`config.mk`:
```
export PLATFORM = sky130hd
export DESIGN_NAME = msq_mode_reset_seq
export DESIGN_NICKNAME = d
export VERILOG_FILES = /design/src/verilog/msq_pkg.sv /design/src/verilog/msq_mode_reset_seq.sv /design/src/verilog/msq_sync3.sv
export SDC_FILE = /design/constraint.sdc
export NUM_CORES = 1
export LEC_CHECK = 0
export BUFFER_PORTS_ARGS = -buffer_cell sky130_fd_sc_hd__buf_2
export CAP_MARGIN = 20
export CORE_MARGIN = 2
export CORE_UTILIZATION = 55
export CTS_CLUSTER_DIAMETER = 80
export DETAILED_ROUTE_END_ITERATION = 8
export PLACE_DENSITY = 0.82
export SLEW_MARGIN = 20
export SYNTH_ARGS = -nofsm -noshare
export SYNTH_HDL_FRONTEND = slang
export SYNTH_HIERARCHICAL = 1
export SYNTH_SLANG_ARGS = --single-unit
```
`constraint.sdc`:
```
create_clock -name clock -period 3.7 [get_ports clock]
set_input_delay 0.185 -clock clock [delete_from_list [all_inputs] [get_ports clock]]
set_output_delay 0.185 -clock clock [all_outputs]
set_load 0.02 [all_outputs]
```
`src/verilog/msq_pkg.sv`:
```
// Constants, register map and types shared by the mode and reset sequencer
package msq_pkg;

	// Clock rates: system clock and internal RC oscillator
	localparam int unsigned SYS_HZ              = 10_000_000;
	localparam int unsigned RC_HZ               = 1_000_000;
	localparam int unsigned RC_RATIO            = (SYS_HZ + RC_HZ - 1) / RC_HZ;

	// Timing figures as given, in their own units
	localparam int unsigned EXT_HOLD_CLKS       = 4;
	localparam int unsigned RESUME_CLKS         = 4;
	localparam int unsigned STOP_WAKE_US        = 128;
	localparam int unsigned WDT_PULSE_CLKS      = 8;
	localparam int unsigned WDT_TIMEOUT_DEFAULT = 65_536;

	// Counter widths
	localparam int          CNT_W               = 11;
	localparam int          EXT_W               = 6;

	// Derived cycle counts at the system clock rate, least times rounded up
	localparam logic [EXT_W-1:0] EXT_HOLD_HF_CYC = EXT_W'(EXT_HOLD_CLKS);
	localparam logic [EXT_W-1:0] EXT_HOLD_LP_CYC = EXT_W'(EXT_HOLD_CLKS * RC_RATIO);
	localparam logic [EXT_W-1:0] EXT_ZERO        = EXT_W'(0);
	localparam logic [EXT_W-1:0] EXT_ONE         = EXT_W'(1);
	localparam logic [CNT_W-1:0] RESUME_HF_CYC   = CNT_W'(RESUME_CLKS);
	localparam logic [CNT_W-1:0] RESUME_LP_CYC   = CNT_W'(RESUME_CLKS * RC_RATIO);
	localparam logic [CNT_W-1:0] STOP_WAKE_CYC   = CNT_W'((STOP_WAKE_US * SYS_HZ + 999_999) / 1_000_000);
	localparam logic [CNT_W-1:0] WDT_PULSE_CYC   = CNT_W'(WDT_PULSE_CLKS);
	localparam logic [CNT_W-1:0] CNT_ZERO        = CNT_W'(0);
	localparam logic [CNT_W-1:0] CNT_ONE         = CNT_W'(1);

	// Register map
	localparam logic [11:0] ADDR_OPERATING_MODE_REG_FIRST    = 12'hC00;
	localparam logic [11:0] ADDR_STOP_TRIG  = 12'hC02;
	localparam int          BIT_RUN         = 0;
	localparam int          BIT_LOW_POWER_CLOCK_SELECT       = 1;
	localparam int          BIT_SOFT_RESET_REQUEST       = 3;
	localparam int          STATE_LSB       = 5;
	localparam logic [7:0]  STOP_TRIG_VALUE = 8'h00;
	localparam logic [7:0]  RD_UNMAPPED     = 8'h00;
	localparam logic [3:0]  HIST_CLEAR      = 4'h0;

	typedef enum logic [2:0] {
		ST_HOLD = 3'h0,
		ST_WAIT = 3'h1,
		ST_INIT = 3'h2,
		ST_RUN  = 3'h3,
		ST_STOP = 3'h4
	} msq_state_t;

	typedef enum logic [1:0] {
		SRC_NONE = 2'h0,
		SRC_EXT  = 2'h1,
		SRC_POR  = 2'h2,
		SRC_WDT  = 2'h3
	} msq_src_t;

endpackage : msq_pkg

```
`src/verilog/msq_mode_reset_seq.sv`:
```
// Operating mode and reset source sequencer
// Function
// - After any reset start in init mode; change modes only on master command.
// - Run mode enables sampling, filtering, results, register access, pulses and interrupts.
// - Stop mode suspends all functions and ignores every master command.
// - Reading the stop trigger register enters stop as soon as the read completes.
// - Power-on reset in stop leaves stop, restores defaults, enters init mode.
// - Reset pin low in stop leaves stop; after release init with defaults.
// - Select falling in stop resumes metering without reset, keeping all registers.
// - Any command after stop entry wakes the device through its select falling edge.
// - Drive the reset pin low while an internal hardware reset source is active.
// - Reset pin must be low four current clocks; reset holds while low.
// - After external reset release clear all registers and continue in init mode.
// - Outside stop resume four current-clock cycles after external reset release.
// - Entering init clears low-power clock select, high-frequency clock before commands.
// - External reset released from stop waits 128 RC oscillator cycles.
// - Hold reset while power-on or brownout is active, then defaults and init.
// - Power-on or brownout reset forces low-power clock select to zero.
// - In stop brownout detection is off; only the power-on level resets.
// - Watchdog serviced automatically; expiry forces reset, pulses pin low, no flag.
// - Watchdog counter is halted throughout stop mode.
// - Writing one to soft reset bit clears registers and returns to init.
// - Soft reset leaves the reset pin undriven.
// - Reset pin has weak pull-up; internal reset holds it low until done.
`timescale 1ns/1ps
module msq_mode_reset_seq
	import msq_pkg::*;
#(
	parameter int unsigned WDT_TIMEOUT_CYC = WDT_TIMEOUT_DEFAULT
) (
	input  wire logic        clock,
	input  wire logic        reset,
	input  wire logic        resetPinIn,
	output logic             resetPinOut,
	output logic             resetPinOe,
	input  wire logic        slaveSelectN,
	input  wire logic        brownoutTrip,
	input  wire logic        poweronTrip,
	input  wire logic        loopHeartbeat,
	input  wire logic        cmdValid,
	input  wire logic        cmdWrite,
	input  wire logic [11:0] cmdAddr,
	input  wire logic [7:0]  cmdWrData,
	output logic             cmdReady,
	output logic             rdValid,
	output logic [7:0]       rdData,
	output logic             inInit,
	output logic             inRun,
	output logic             inStop,
	output logic             meterEnable,
	output logic             coreReset,
	output logic             regClear,
	output logic             lowPowerClockSelect
);
	msq_state_t       state_r;
	msq_state_t       state_nxt;
	msq_src_t         holdSrc_r;
	msq_src_t         holdSrc_nxt;
	logic             holdFromStop_r;
	logic             holdFromStop_nxt;
	logic [CNT_W-1:0] waitCnt_r;
	logic [CNT_W-1:0] waitLen;
	logic [CNT_W-1:0] holdCnt_r;
	logic [EXT_W-1:0] extLowCnt_r;
	logic [EXT_W-1:0] extNeed;
	logic [31:0]      wdtCnt_r;
	logic [3:0]       driveHist_r;
	logic             pinLevel;
	logic             sselLevel;
	logic             borLevel;
	logic             porLevel;
	logic             sselPrev_r;
	logic             runBit_r;
	logic             low_power_clock_select_r;
	logic             porActive;
	logic             extActive;
	logic             wdtExpire;
	logic             take;
	logic             wrOp;
	logic             softReq;
	logic             stopReq;
	logic             sselFall;
	logic             enterWait;
	logic [7:0]       rd_nxt;
	logic [CNT_W-1:0] waitSeen_r;
	logic [CNT_W-1:0] waitTarget_r;

	// Pin inputs come from outside the clock domain
	msq_sync3 #(.RESET_LEVEL(1'b1)) u_syncResetPin (
		.clock (clock),
		.reset (reset),
		.pinIn (resetPinIn),
		.level (pinLevel)
	);
	msq_sync3 #(.RESET_LEVEL(1'b1)) u_syncSelect (
		.clock (clock),
		.reset (reset),
		.pinIn (slaveSelectN),
		.level (sselLevel)
	);
	msq_sync3 #(.RESET_LEVEL(1'b0)) u_syncBrownout (
		.clock (clock),
		.reset (reset),
		.pinIn (brownoutTrip),
		.level (borLevel)
	);
	msq_sync3 #(.RESET_LEVEL(1'b0)) u_syncPoweron (
		.clock (clock),
		.reset (reset),
		.pinIn (poweronTrip),
		.level (porLevel)
	);

	assign porActive = porLevel | (borLevel & (state_r != ST_STOP));
	assign extNeed   = ((state_r == ST_STOP) || low_power_clock_select_r) ? EXT_HOLD_LP_CYC : EXT_HOLD_HF_CYC;
	assign extActive = (extLowCnt_r >= extNeed);
	assign cmdReady  = (state_r == ST_INIT) || (state_r == ST_RUN);
	assign take      = cmdValid & cmdReady;
	assign wrOp      = take & cmdWrite & (cmdAddr == ADDR_OPERATING_MODE_REG_FIRST);
	assign softReq   = wrOp & cmdWrData[BIT_SOFT_RESET_REQUEST];
	assign stopReq   = take & ~cmdWrite & (cmdAddr == ADDR_STOP_TRIG);
	assign sselFall  = sselPrev_r & ~sselLevel;
	assign wdtExpire = cmdReady & ~loopHeartbeat & (wdtCnt_r == 32'(WDT_TIMEOUT_CYC - 1));
	assign enterWait = (state_nxt == ST_WAIT) && (state_r != ST_WAIT);

	// Mode and reset sequencing; hardware reset sources outrank every mode
	always_comb begin
		state_nxt        = state_r;
		holdSrc_nxt      = holdSrc_r;
		holdFromStop_nxt = holdFromStop_r;
		if (porActive) begin
			state_nxt        = ST_HOLD;
			holdSrc_nxt      = SRC_POR;
			holdFromStop_nxt = 1'b0;
		end else if (extActive) begin
			state_nxt   = ST_HOLD;
			holdSrc_nxt = SRC_EXT;
			if (state_r != ST_HOLD) begin
				holdFromStop_nxt = (state_r == ST_STOP);
			end
		end else if (wdtExpire) begin
			state_nxt        = ST_HOLD;
			holdSrc_nxt      = SRC_WDT;
			holdFromStop_nxt = 1'b0;
		end else begin
			case (state_r)
				ST_HOLD: begin
					if ((holdSrc_r != SRC_WDT) || (holdCnt_r == WDT_PULSE_CYC - CNT_ONE)) begin
						state_nxt = ST_WAIT;
					end
				end
				ST_WAIT: begin
					if (waitCnt_r == CNT_ONE) begin
						state_nxt = ST_INIT;
					end
				end
				ST_INIT, ST_RUN: begin
					if (softReq) begin
						state_nxt        = ST_WAIT;
						holdSrc_nxt      = SRC_NONE;
						holdFromStop_nxt = 1'b0;
					end else if (stopReq) begin
						state_nxt = ST_STOP;
					end else if (wrOp) begin
						state_nxt = cmdWrData[BIT_RUN] ? ST_RUN : ST_INIT;
					end
				end
				ST_STOP: begin
					if (sselFall) begin
						state_nxt = ST_RUN;
					end
				end
				default: begin
					state_nxt = ST_WAIT;
				end
			endcase
		end
	end

	// Resume delay depends on where the reset came from and on the current clock
	always_comb begin
		if ((state_r == ST_HOLD) && holdFromStop_r) begin
			waitLen = STOP_WAKE_CYC;
		end else if (low_power_clock_select_r) begin
			waitLen = RESUME_LP_CYC;
		end else begin
			waitLen = RESUME_HF_CYC;
		end
	end

	always_ff @(posedge clock) begin
		if (reset) begin
			state_r        <= ST_WAIT;
			holdSrc_r      <= SRC_POR;
			holdFromStop_r <= 1'b0;
		end else begin
			state_r        <= state_nxt;
			holdSrc_r      <= holdSrc_nxt;
			holdFromStop_r <= holdFromStop_nxt;
		end
	end

	always_ff @(posedge clock) begin
		if (reset) begin
			waitCnt_r <= RESUME_HF_CYC;
		end else if (enterWait) begin
			waitCnt_r <= waitLen;
		end else if (state_r == ST_WAIT) begin
			waitCnt_r <= waitCnt_r - CNT_ONE;
		end
	end

	always_ff @(posedge clock) begin
		if (reset) begin
			holdCnt_r <= CNT_ZERO;
		end else if (state_r == ST_HOLD) begin
			holdCnt_r <= holdCnt_r + CNT_ONE;
		end else begin
			holdCnt_r <= CNT_ZERO;
		end
	end

	// Own drive echoes back through the synchroniser, so the pin is ignored until that settles
	always_ff @(posedge clock) begin
		if (reset) begin
			driveHist_r <= HIST_CLEAR;
			extLowCnt_r <= EXT_ZERO;
		end else begin
			driveHist_r <= {driveHist_r[2:0], resetPinOe};
			if (!pinLevel && !resetPinOe && (driveHist_r == HIST_CLEAR)) begin
				if (extLowCnt_r != EXT_HOLD_LP_CYC) begin
					extLowCnt_r <= extLowCnt_r + EXT_ONE;
				end
			end else begin
				extLowCnt_r <= EXT_ZERO;
			end
		end
	end

	// Internal hardware sources pull the pin low; external and soft resets leave it alone
	always_ff @(posedge clock) begin
		if (reset) begin
			resetPinOe <= 1'b1;
		end else begin
			resetPinOe <= (state_nxt == ST_HOLD) && (holdSrc_nxt != SRC_EXT);
		end
	end
	assign resetPinOut = 1'b0;

	// Watchdog runs only while executing and freezes in stop
	always_ff @(posedge clock) begin
		if (reset) begin
			wdtCnt_r <= 32'h0;
		end else if (state_r == ST_STOP) begin
			wdtCnt_r <= wdtCnt_r;
		end else if (!cmdReady || loopHeartbeat || wdtExpire) begin
			wdtCnt_r <= 32'h0;
		end else begin
			wdtCnt_r <= wdtCnt_r + 32'h1;
		end
	end

	// First operating mode register; soft reset bit is an action and reads zero
	always_ff @(posedge clock) begin
		if (reset || enterWait) begin
			runBit_r <= 1'b0;
			low_power_clock_select_r  <= 1'b0;
		end else if (porActive) begin
			low_power_clock_select_r <= 1'b0;
		end else if ((state_nxt == ST_INIT) && (state_r != ST_INIT)) begin
			low_power_clock_select_r  <= 1'b0;
			runBit_r <= 1'b0;
		end else if (wrOp) begin
			runBit_r <= cmdWrData[BIT_RUN];
			low_power_clock_select_r  <= cmdWrData[BIT_LOW_POWER_CLOCK_SELECT];
		end
	end

	always_comb begin
		rd_nxt = RD_UNMAPPED;
		if (cmdAddr == ADDR_OPERATING_MODE_REG_FIRST) begin
			rd_nxt[BIT_RUN]          = runBit_r;
			rd_nxt[BIT_LOW_POWER_CLOCK_SELECT]        = low_power_clock_select_r;
			rd_nxt[STATE_LSB +: 3]   = state_r;
		end else if (cmdAddr == ADDR_STOP_TRIG) begin
			rd_nxt = STOP_TRIG_VALUE;
		end
	end

	always_ff @(posedge clock) begin
		if (reset) begin
			rdValid    <= 1'b0;
			rdData     <= RD_UNMAPPED;
			regClear   <= 1'b1;
			sselPrev_r <= 1'b1;
		end else begin
			rdValid    <= take & ~cmdWrite;
			regClear   <= enterWait;
			sselPrev_r <= sselLevel;
			if (take && !cmdWrite) begin
				rdData <= rd_nxt;
			end
		end
	end

	assign lowPowerClockSelect = low_power_clock_select_r;
	assign inInit              = (state_r == ST_INIT);
	assign inRun               = (state_r == ST_RUN);
	assign inStop              = (state_r == ST_STOP);
	assign meterEnable         = (state_r == ST_RUN);
	assign coreReset           = (state_r == ST_HOLD) || (state_r == ST_WAIT);

	// Helper for checking the resume delay
	always_ff @(posedge clock) begin
		if (reset) begin
			waitSeen_r   <= CNT_ZERO;
			waitTarget_r <= RESUME_HF_CYC;
		end else if (enterWait) begin
			waitSeen_r   <= CNT_ZERO;
			waitTarget_r <= waitLen;
		end else if (state_r == ST_WAIT) begin
			waitSeen_r <= waitSeen_r + CNT_ONE;
		end
	end
endmodule : msq_mode_reset_seq

```
`src/verilog/msq_sync3.sv`:
```
// Three-stage pin synchroniser with agreement filter
`timescale 1ns/1ps
module msq_sync3 #(
	parameter logic RESET_LEVEL = 1'b1
) (
	input  wire logic clock,
	input  wire logic reset,
	input  wire logic pinIn,
	output logic      level
);
	logic s1_r;
	logic s2_r;
	logic s3_r;

	// First stage feeds only the second; the filter looks at stages two and three
	always_ff @(posedge clock) begin
		if (reset) begin
			s1_r  <= RESET_LEVEL;
			s2_r  <= RESET_LEVEL;
			s3_r  <= RESET_LEVEL;
			level <= RESET_LEVEL;
		end else begin
			s1_r <= pinIn;
			s2_r <= s1_r;
			s3_r <= s2_r;
			if (s2_r == s3_r) begin
				level <= s3_r;
			end
		end
	end
endmodule : msq_sync3

```
Word-level counts from Yosys, hierarchy flattened. Cells that the tools add are included.

Register bits: 97. Output and inout port bits: 19.

Add/sub/neg operators: 4. Magnitude comparators: 1. Eq/ne operators: 22. Multiplexer cells: 31. Bitwise gates (word level): 17. Reductions and logical operators: 33.

Operators by type and width (count): two-way mux 11 bit (3); adder 32 x 1 -> 32 bit, second input constant (1); == test 32 x 16 -> 1 bit, second input constant (1); two-way mux 32 bit (1); two-way mux 3 bit (10); == test 12 bit, second input constant (2); two-way mux 2 bit (6); two-way mux 6 bit (2); one-hot mux 3 bit (4 select lines) (1); adder 11 x 1 -> 11 bit, second input constant (1); == test 11 x 1 -> 1 bit, second input constant (1); == test 11 x 3 -> 1 bit, second input constant (1); subtractor 11 x 1 -> 11 bit, second input constant (1); bitwise AND 1 bit (10); == test 3 x 2 -> 1 bit, second input constant (3); nonzero test 3 bit (3); two-way mux 1 bit (8); OR reduction 2 bit (4); logical AND 1 bit (7); logical OR 1 bit (7); adder 6 x 1 -> 6 bit, second input constant (1); == test 3 x 1 -> 1 bit, second input constant (2); >= comparator 6 bit (1); zero test 3 bit (2); 16 further kinds (29).

Depth between registers and ports, before layout. Gate-level depths: netlist (run 1).

Word-level depth: 16. Mapped depth: 14. Depth with buffers taken out: 11.

Cells and area by module. The synthesis (run 1) kept the hierarchy.

By module, submodules not included: msq_mode_reset_seq (instances 1, cells each 455, area an instance 3930.0 µm², sequential area each 1621.6 µm²); msq_sync3 at u_syncResetPin ... (instances 2, cells each 10, area an instance 115.1 µm², sequential area each 80.1 µm²); msq_sync3 at u_syncBrownout ... (instances 2, cells each 10, area an instance 112.6 µm², sequential area each 80.1 µm²).

Least setup slack after synthesis (run 1). Ideal clock, no wire load.

Kind: flip-flop to flip-flop. Start point: reg state_r[2]. End point: reg waitCnt_r[2]. Setup time: 66 ps. Arrival time: 3251 ps. Slack: 383 ps. Stages on the path, launching flop included: 14. Path buffers: 2. Clock period less this slack: 3317 ps. Path through: dfxtp_1 -> buf_2 -> or3b_2 -> buf_2 -> inv_1 -> nor2_1 -> ha_1 -> nand2_1 -> a21oi_1 -> or3b_2 -> a21oi_2 -> o2111ai_2 -> or3b_1 -> nand4_1.

Elaborated cells on any way between the ends: 38. Those cells by class: 1 x order compare; 7 x eq/ne; 13 x mux; 10 x bitwise; 7 x reduce/logical.

RTL lines: from (decl) (line msq_mode_reset_seq.sv:55) `msq_state_t state_r;`; from (signal assigned) (line msq_mode_reset_seq.sv:197) `state_r <= state_nxt;`; == test 3 bit *; net inStop (line msq_mode_reset_seq.sv:49) `output logic inStop,`; logical OR 1 bit (line msq_mode_reset_seq.sv:115) `assign extNeed = ((state_r == ST_STOP) || low_power_clock_select_r) ? EXT_HOLD_LP_CYC : EXT_HOLD_HF_CYC;`; two-way mux 6 bit (line msq_mode_reset_seq.sv:115); >= comparator 6 bit (line msq_mode_reset_seq.sv:116) `assign extActive = (extLowCnt_r >= extNeed);`; two-way mux 3 bit * (line msq_mode_reset_seq.sv:135) `end else if (extActive) begin`; two-way mux 3 bit * (line msq_mode_reset_seq.sv:131) `if (porActive) begin`; == test 3 x 1 -> 1 bit * (line msq_mode_reset_seq.sv:124) `assign enterWait = (state_nxt == ST_WAIT) && (state_r != ST_WAIT);`; logical AND 1 bit * (line msq_mode_reset_seq.sv:124); two-way mux 11 bit / nonzero test 2 bit (equally long branches); to (signal assigned) (line msq_mode_reset_seq.sv:207) `waitCnt_r <= waitLen;`; to (signal assigned) (line msq_mode_reset_seq.sv:209) `waitCnt_r <= waitCnt_r - CNT_ONE;`; to (decl) (line msq_mode_reset_seq.sv:61) `logic [CNT_W-1:0] waitCnt_r;`.

Mark *: on every way through the listed nets, which the timed path passes. The rest lies on a longest branch. A chain may end at the register's enable or synchronous reset.

Final worst setup path (run 1).
Start point: reg state_r[1]. End point: reg waitCnt_r[2].

Word-level cells in the longest chain between the ends: 15. Elaborated cells on any way between the ends: 38. Those cells by class: 1 x order compare; 7 x eq/ne; 13 x mux; 10 x bitwise; 7 x reduce/logical.

Ends and longest elaborated chain: == test 3 x 2 -> 1 bit (line msq_mode_reset_seq.sv:117, msq_mode_reset_seq.sv:146); logical OR 1 bit (line msq_mode_reset_seq.sv:117) `assign cmdReady = (state_r == ST_INIT) || (state_r == ST_RUN);`; bitwise AND 1 bit (line msq_mode_reset_seq.sv:118) `assign take = cmdValid & cmdReady;`; bitwise AND 1 bit (2 in series) (line msq_mode_reset_seq.sv:119) `assign wrOp = take & cmdWrite & (cmdAddr == ADDR_OPERATING_MODE_REG_FIRST);`; two-way mux 3 bit (line msq_mode_reset_seq.sv:164) `end else if (wrOp) begin`; two-way mux 3 bit (line msq_mode_reset_seq.sv:162) `end else if (stopReq) begin`; two-way mux 3 bit (line msq_mode_reset_seq.sv:158) `if (softReq) begin`; one-hot mux 3 bit (4 select lines) (line msq_mode_reset_seq.sv:146) `case (state_r)`; two-way mux 3 bit (line msq_mode_reset_seq.sv:141) `end else if (wdtExpire) begin`; two-way mux 3 bit (line msq_mode_reset_seq.sv:135); two-way mux 3 bit (line msq_mode_reset_seq.sv:131); == test 3 x 1 -> 1 bit (line msq_mode_reset_seq.sv:124); logical AND 1 bit (line msq_mode_reset_seq.sv:124); two-way mux 11 bit / nonzero test 2 bit (equally long branches).

Parallel ways exist; a longest one is shown, timed or not.

==> metrics.txt, run 1 <==
Tcrit/Tclk final 84.4%; final setup violating endpoints 0; TritonCTS clock tree yes; cells after synthesis 495; die area 8700 sq um; DR WL met2 3970 um; Worst R2R Start state_r[1]; core area 7730 sq um; count of pins over their slew limit 0; slew of the pin with the lowest slew margin 699 ps; vias per std cell 5.51; # rows 32; setup ws final 575 ps; # Max-Cap Violations 0; CTS Buffer Depth 2; metal3 WL 428 um; largest net degree at the start of global routing 41; Crit path required time 4000 ps; Reg clk slew, reported paths 90 ps; Die W 93.3 um; Setup TNS Final 0 ps; total wire length 8480 um; Pwr Density 510 nW/um^2; CP Launch Point state_r[1]; Post-Syn Area per Cell 8.86 sq um; CTS Root Cell clkbuf_8; ys flop type dfxtp_1; Final Net Count 573; CP Data Arrival Time 3430 ps; vias in the first global route 3291; Pre-antenna DRT Iters 4; Avg WL per Cell 13.2 um; Slew headroom 53.4%; Detail Route Antenna Nets 0; Area growth syn-to-layout 10.4%; Remaining Overflow, GRT 0; DRC Markers 0; post-CTS sizing 0; Yosys top cell area share 44.3%; # IOs 48; Synth area leader dfxtp_1; Post-Syn Area 4390 sq um; Die Y 93.3 um; yosys synthesis warning count 6; Leak 1.80 nW; post-DP HPWL 6140 um; status completed; gr usage total 20.8%; RSZ-0062 raised after global routing false; ys async rst share 0%; peak supply drop 0.000236 V; Worst Setup End Kind flip-flop; synth cell count leaders dfxtp_1, nor2_1, nand2_1, xor2_1, a21oi_1; post-CTS setup buffer count 0; Starting Density 56.8%; WL met1 3980 um; Final Critical Period 3120 ps; Vias 3535; Peak Freq 320 MHz; dominant cell by count in the synthesized netlist dfxtp_1; Fin. Hold Viols 0; Critical Path Source Type flip-flop; Final Core Density 62.6%; Hold Path Class in -> reg; number of flops mapped to enable cells by yosys 0; dpl ws 604 ps; Seq cells post-synth 97; first-pass GRT wire length 14500 um; Synth area leaders dfxtp_1, nor2_1, xor2_1; worst-path maximum fanout 9; H-tree levels 3; Clk Latency, worst-skew pair 370 ps; IO Port Bufs 38; CP Class reg -> reg; total CTS buffers 9; top layer in use met4; Synth cell types 66; hold path startpoint brownoutTrip; Final GP Congestion 0.872; skew final 16.7 ps; ANT cells 0; layout cell share with drive strength beyond 1 14.4%; Sink Count 97; Seq/Total Area, Yosys 44.3%; First DRT Iteration DRCs 223; antenna violations before repair 0
==> power by group <==
| group | internal (mW) | switching (mW) |
|---|---|---|
| Combinational | 0.241 | 0.402 |
| Sequential | 1.13 | 0.0826 |
| Clock | 0.247 | 0.365 |
==> registers in the layout, summed over array words and instances, names as in the netlist, 2 cells and up <==
signal and count:
extLowCnt_r 6, waitCnt_r 11, state_r 3, holdCnt_r 11, holdSrc_r 2, wdtCnt_r 32, rdData 5, driveHist_r 4
==> worst max-delay path, stage by stage, from the launching register on <==
cell and delay (ps):
dfxtp_1 420, or3b_2 490, inv_1 90, nor2_1 70
ha_1 300, nand2_1 70, a21oi_1 30, or3b_2 500
a21oi_2 230, o2111ai_2 330, or3b_1 450, nand4_1 90
==> placed cells by master, fill, tap and decap left out, types with 4 or more instances in the layout <==
cell       n
dfxtp_1   97
nor2_1    80
buf_2     38
nand2_1   37
xor2_1    29
a21oi_1   21
nand3_1   20
xnor2_1   17
nor3_1    15
nor2b_1   15
and3_1    13
nand4_1   11
nor4_1     9
o21ai_0    9
ha_1       9
clkbuf_8   9
inv_1      8
or3_1      6
or2_1      6
a31oi_1    5
and4_1     5
buf_4      5
o31ai_1    4
conb_1     4
==> final cells by class <==
class / count / area, sq um
clock buffer: 10 / 128
clock inverter: 6 / 42.5
fill: 635 / 2890
inverter: 9 / 33.8
multi-input combinational: 373 / 2320
sequential: 97 / 1940
tap: 102 / 128
timing repair buffer: 45 / 248
==> routing by layer <==
metal	track usage [%]	vias up
met3	5.08	10
met5	0	-
met1	27.1	1649
met4	6.25	0
li1	-	1801
met2	34.2	75
==> kinds of logic (layout without fill, tap and decap cells) <==
| family | count (synthesis) | count (layout) | share of synthesized area (%) |
|---|---|---|---|
| buf+inv | 28 | 70 | 3.20 |
| other cells | 1 | 4 | 0.0855 |
| mux | 2 | 2 | 0.457 |
| simple gates | 245 | 245 | 29.1 |
| compound gates | 67 | 67 | 11.1 |
| xor+xnor | 46 | 46 | 9.19 |
| flops | 97 | 97 | 44.3 |
| fa+ha+maj | 9 | 9 | 2.57 |
==> repair_timing <==
item | CTS | global route
endpoints found under the setup margin | 0 | 0
hold buffers | 2 | 0
hold endpoints to repair | 2 | 0
==> per-stage QoR <==
| stage | cells | instance area [sq um] | power (mW) | hold slack [ps] |
|---|---|---|---|---|
| finish | 642 | 4840 | 2.47 | 29.6 |
| floorplan | 498 | 4400 | 1.74 | 254 |
| detailed placement | 624 | 4650 | 1.86 | 369 |
| global route | 642 | 4840 | 2.61 | 17.3 |
| CTS | 642 | 4840 | 2.47 | 24.4 |
| global placement | 624 | 4650 | 1.84 | 369 |
==> final timing paths <==
check	slack, ps	cells after the start	to
hold reg to reg	420	1	u_syncSelect/s2_r
hold / removal	30	2	u_syncBrownout/s1_r
setup / recovery	580	11	waitCnt_r[2]
setup reg to reg	580	11	waitCnt_r[2]
Note: power is estimated with default switching activity, not from simulation.
==> inputs of run 2 (changes only) <==
CORE_UTILIZATION = 53   (was 55)
clock period = 2.6 ns   (was 3.7 ns; I/O delays follow)
==> run 2 against run 1 <==
Sequential share of layout area shrank 2.4 points; routed wire length up 8.5%; design area rose by 6.5%; setup slack worse by 570 ps; first-iteration DRC count rose by 10%; hold slack improved by 23 ps; sequential power is 41% higher; fmax up 20%; cell count is 3.9% higher; clock skew barely moved; power is 51% higher; die area up 3.6%; critical endpoint is now resetPinOe; largest cell class unchanged.
==> metrics.txt, run 2 (same netlist as run 1, synthesis figures left out) <==
Final GP Congestion 0.859; count of pins over their slew limit 0; Pint 2.48 mW; TritonCTS clock tree yes; slew of the pin with the lowest slew margin 512 ps; Critical Path Source Type flip-flop; Regs by FF count wdtCnt_r x32, holdCnt_r x11, waitCnt_r x11; CTS Buffer Depth 2; Starting Density 53.9%; Final Critical Period 2590 ps; top layer in use met4; layout cell share with drive strength beyond 1 20.3%; Hold Path Class in -> reg; CTS Root Cell clkbuf_8; vias per std cell 5.51; Die W 95.0 um; peak supply drop 0.000607 V; core area 8130 sq um; placed cell areas 4880 sq um; skew final 16.4 ps; Vias 3678; Leak 1.93 nW; Tcrit/Tclk final 99.8%; gr usage total 20.7%; hold path cells 3; DR WL met2 4480 um; Setup TNS Final 0 ps; Final Instance Area 5160 sq um; Fin. Hold Viols 0; total wire length 9200 um; CP Data Arrival Time 2820 ps; Slew headroom 65.6%; Remaining Overflow, GRT 0; first-pass GRT wire length 14800 um; Crit path required time 2830 ps; Clk Latency, worst-skew pair 370 ps; Worst Setup End Kind flip-flop; post-DP HPWL 6520 um; Sw Ratio 33.3%; # Max-Cap Violations 0; First DRT Iteration DRCs 246; H-tree levels 3; Detail Route Antenna Nets 0; Largest Register wdtCnt_r; die area 9020 sq um; Pre-antenna DRT Iters 4; Sink Count 97; RSZ-0062 raised after global routing true; Switch Pwr 1.24 mW; reg2reg path depth 12; DRC Markers 0; metal3 WL 352 um; max reg flops 32; Peak Freq 386 MHz; most frequent cells in the layout dfxtp_1, nor2_1, buf_2; Pwr Total 3.72 mW; CP Class reg -> reg; Flop pwr share 46.1%; worst-path maximum fanout 4; Comb pwr share 30.3%; commonest non-fill, non-tap cell in the layout dfxtp_1; Pwr Density 721 nW/um^2; antenna violations before repair 0; Reg clk slew, reported paths 90 ps; total CTS buffers 9; Avg WL per Cell 13.8 um; vias in the first global route 3395; Final Net Count 597; largest net degree at the start of global routing 40; Final Core Density 63.4%; WL met1 4130 um; # IOs 48; number of fill cells 641; final setup violating endpoints 0; clock network power share 23.6%; # rows 33; Die Y 95.0 um; IO Port Bufs 38; status completed; ANT cells 0; Area growth syn-to-layout 17.6%
==> run 2: cell types whose count changed in the layout (fill, tap and decap cells not counted), sizes merged <==
| cell | change |
|---|---|
| buf | +22 |
| clkbuf | +1 |
| dlygate4sd3 | +2 |
| inv | -3 |
==> run 2: per-layer routing <==
layer	global-route usage, %	vias up
li1	-	1844
met1	25.3	1741
met2	33.9	74
met5	0	-
met3	4.63	19
met4	11.1	0
==> run 2: area by class of cell <==
type,instances,area (sq um),share of cell area (%)
multi-input combinational,373,2420,46.9
inverter,9,37.5,0.728
tap,105,131,2.55
timing repair buffer,69,458,8.88
clock buffer,11,151,2.94
sequential,97,1940,37.7
clock inverter,3,17.5,0.340
==> run 2: power by group through the flow <==
| stage | registers [mW] | clock network (mW) | logic [mW] |
|---|---|---|---|
| finish | 1.71 | 0.879 | 1.13 |
| global route | 1.73 | 0.950 | 1.23 |
| CTS | 1.71 | 0.895 | 1.11 |
| detailed placement | 1.74 | 0 | 1.09 |
| global placement | 1.74 | 0 | 1.07 |
| floorplan | 1.74 | 0 | 0.774 |
==> run 2: what timing repair did <==
action                     in CTS  in global routing
hold buffers                    4                  0
gates resized for setup         2                  9
setup endpoints to repair       7                 16
hold endpoints to repair        4                  0
setup buffers                   0                  1
cloned                          0                  0
pin swaps                       1                  6
==> run 2: per-stage QoR <==
stage | worst slack, ps | std cells | hold slack (ps)
after floorplan | -264 | 498 | 199
after global placement | 8.89 | 648 | 309
after detailed placement | -67.2 | 648 | 312
after CTS | -26.5 | 666 | 41.3
after global routing | -66.4 | 667 | 57.5
final | 6.11 | 667 | 52.5
==> run 2: path summary, 6_finish.rpt <==
check	from	endpoint	slack, ps
worst max-delay path	state_r[1]	resetPinOe	6
worst min register to register	u_syncSelect/s1_r	u_syncSelect/s2_r	410
worst max register to register	state_r[1]	resetPinOe	6
worst min-delay path	cmdWrData[0]	runBit_r	50
==> run 2: critical path, cell delays in order (launching register included) <==
cell and delay, ps:
dfxtp_2 330, or3b_4 400, clkinvlp_4 100, nor2_4 60, ha_4 220, nand2_2 50
a21oi_2 50, or3b_4 410, a21oi_4 200, nand3b_1 240, buf_4 220, nor2_2 80
o31ai_1 70
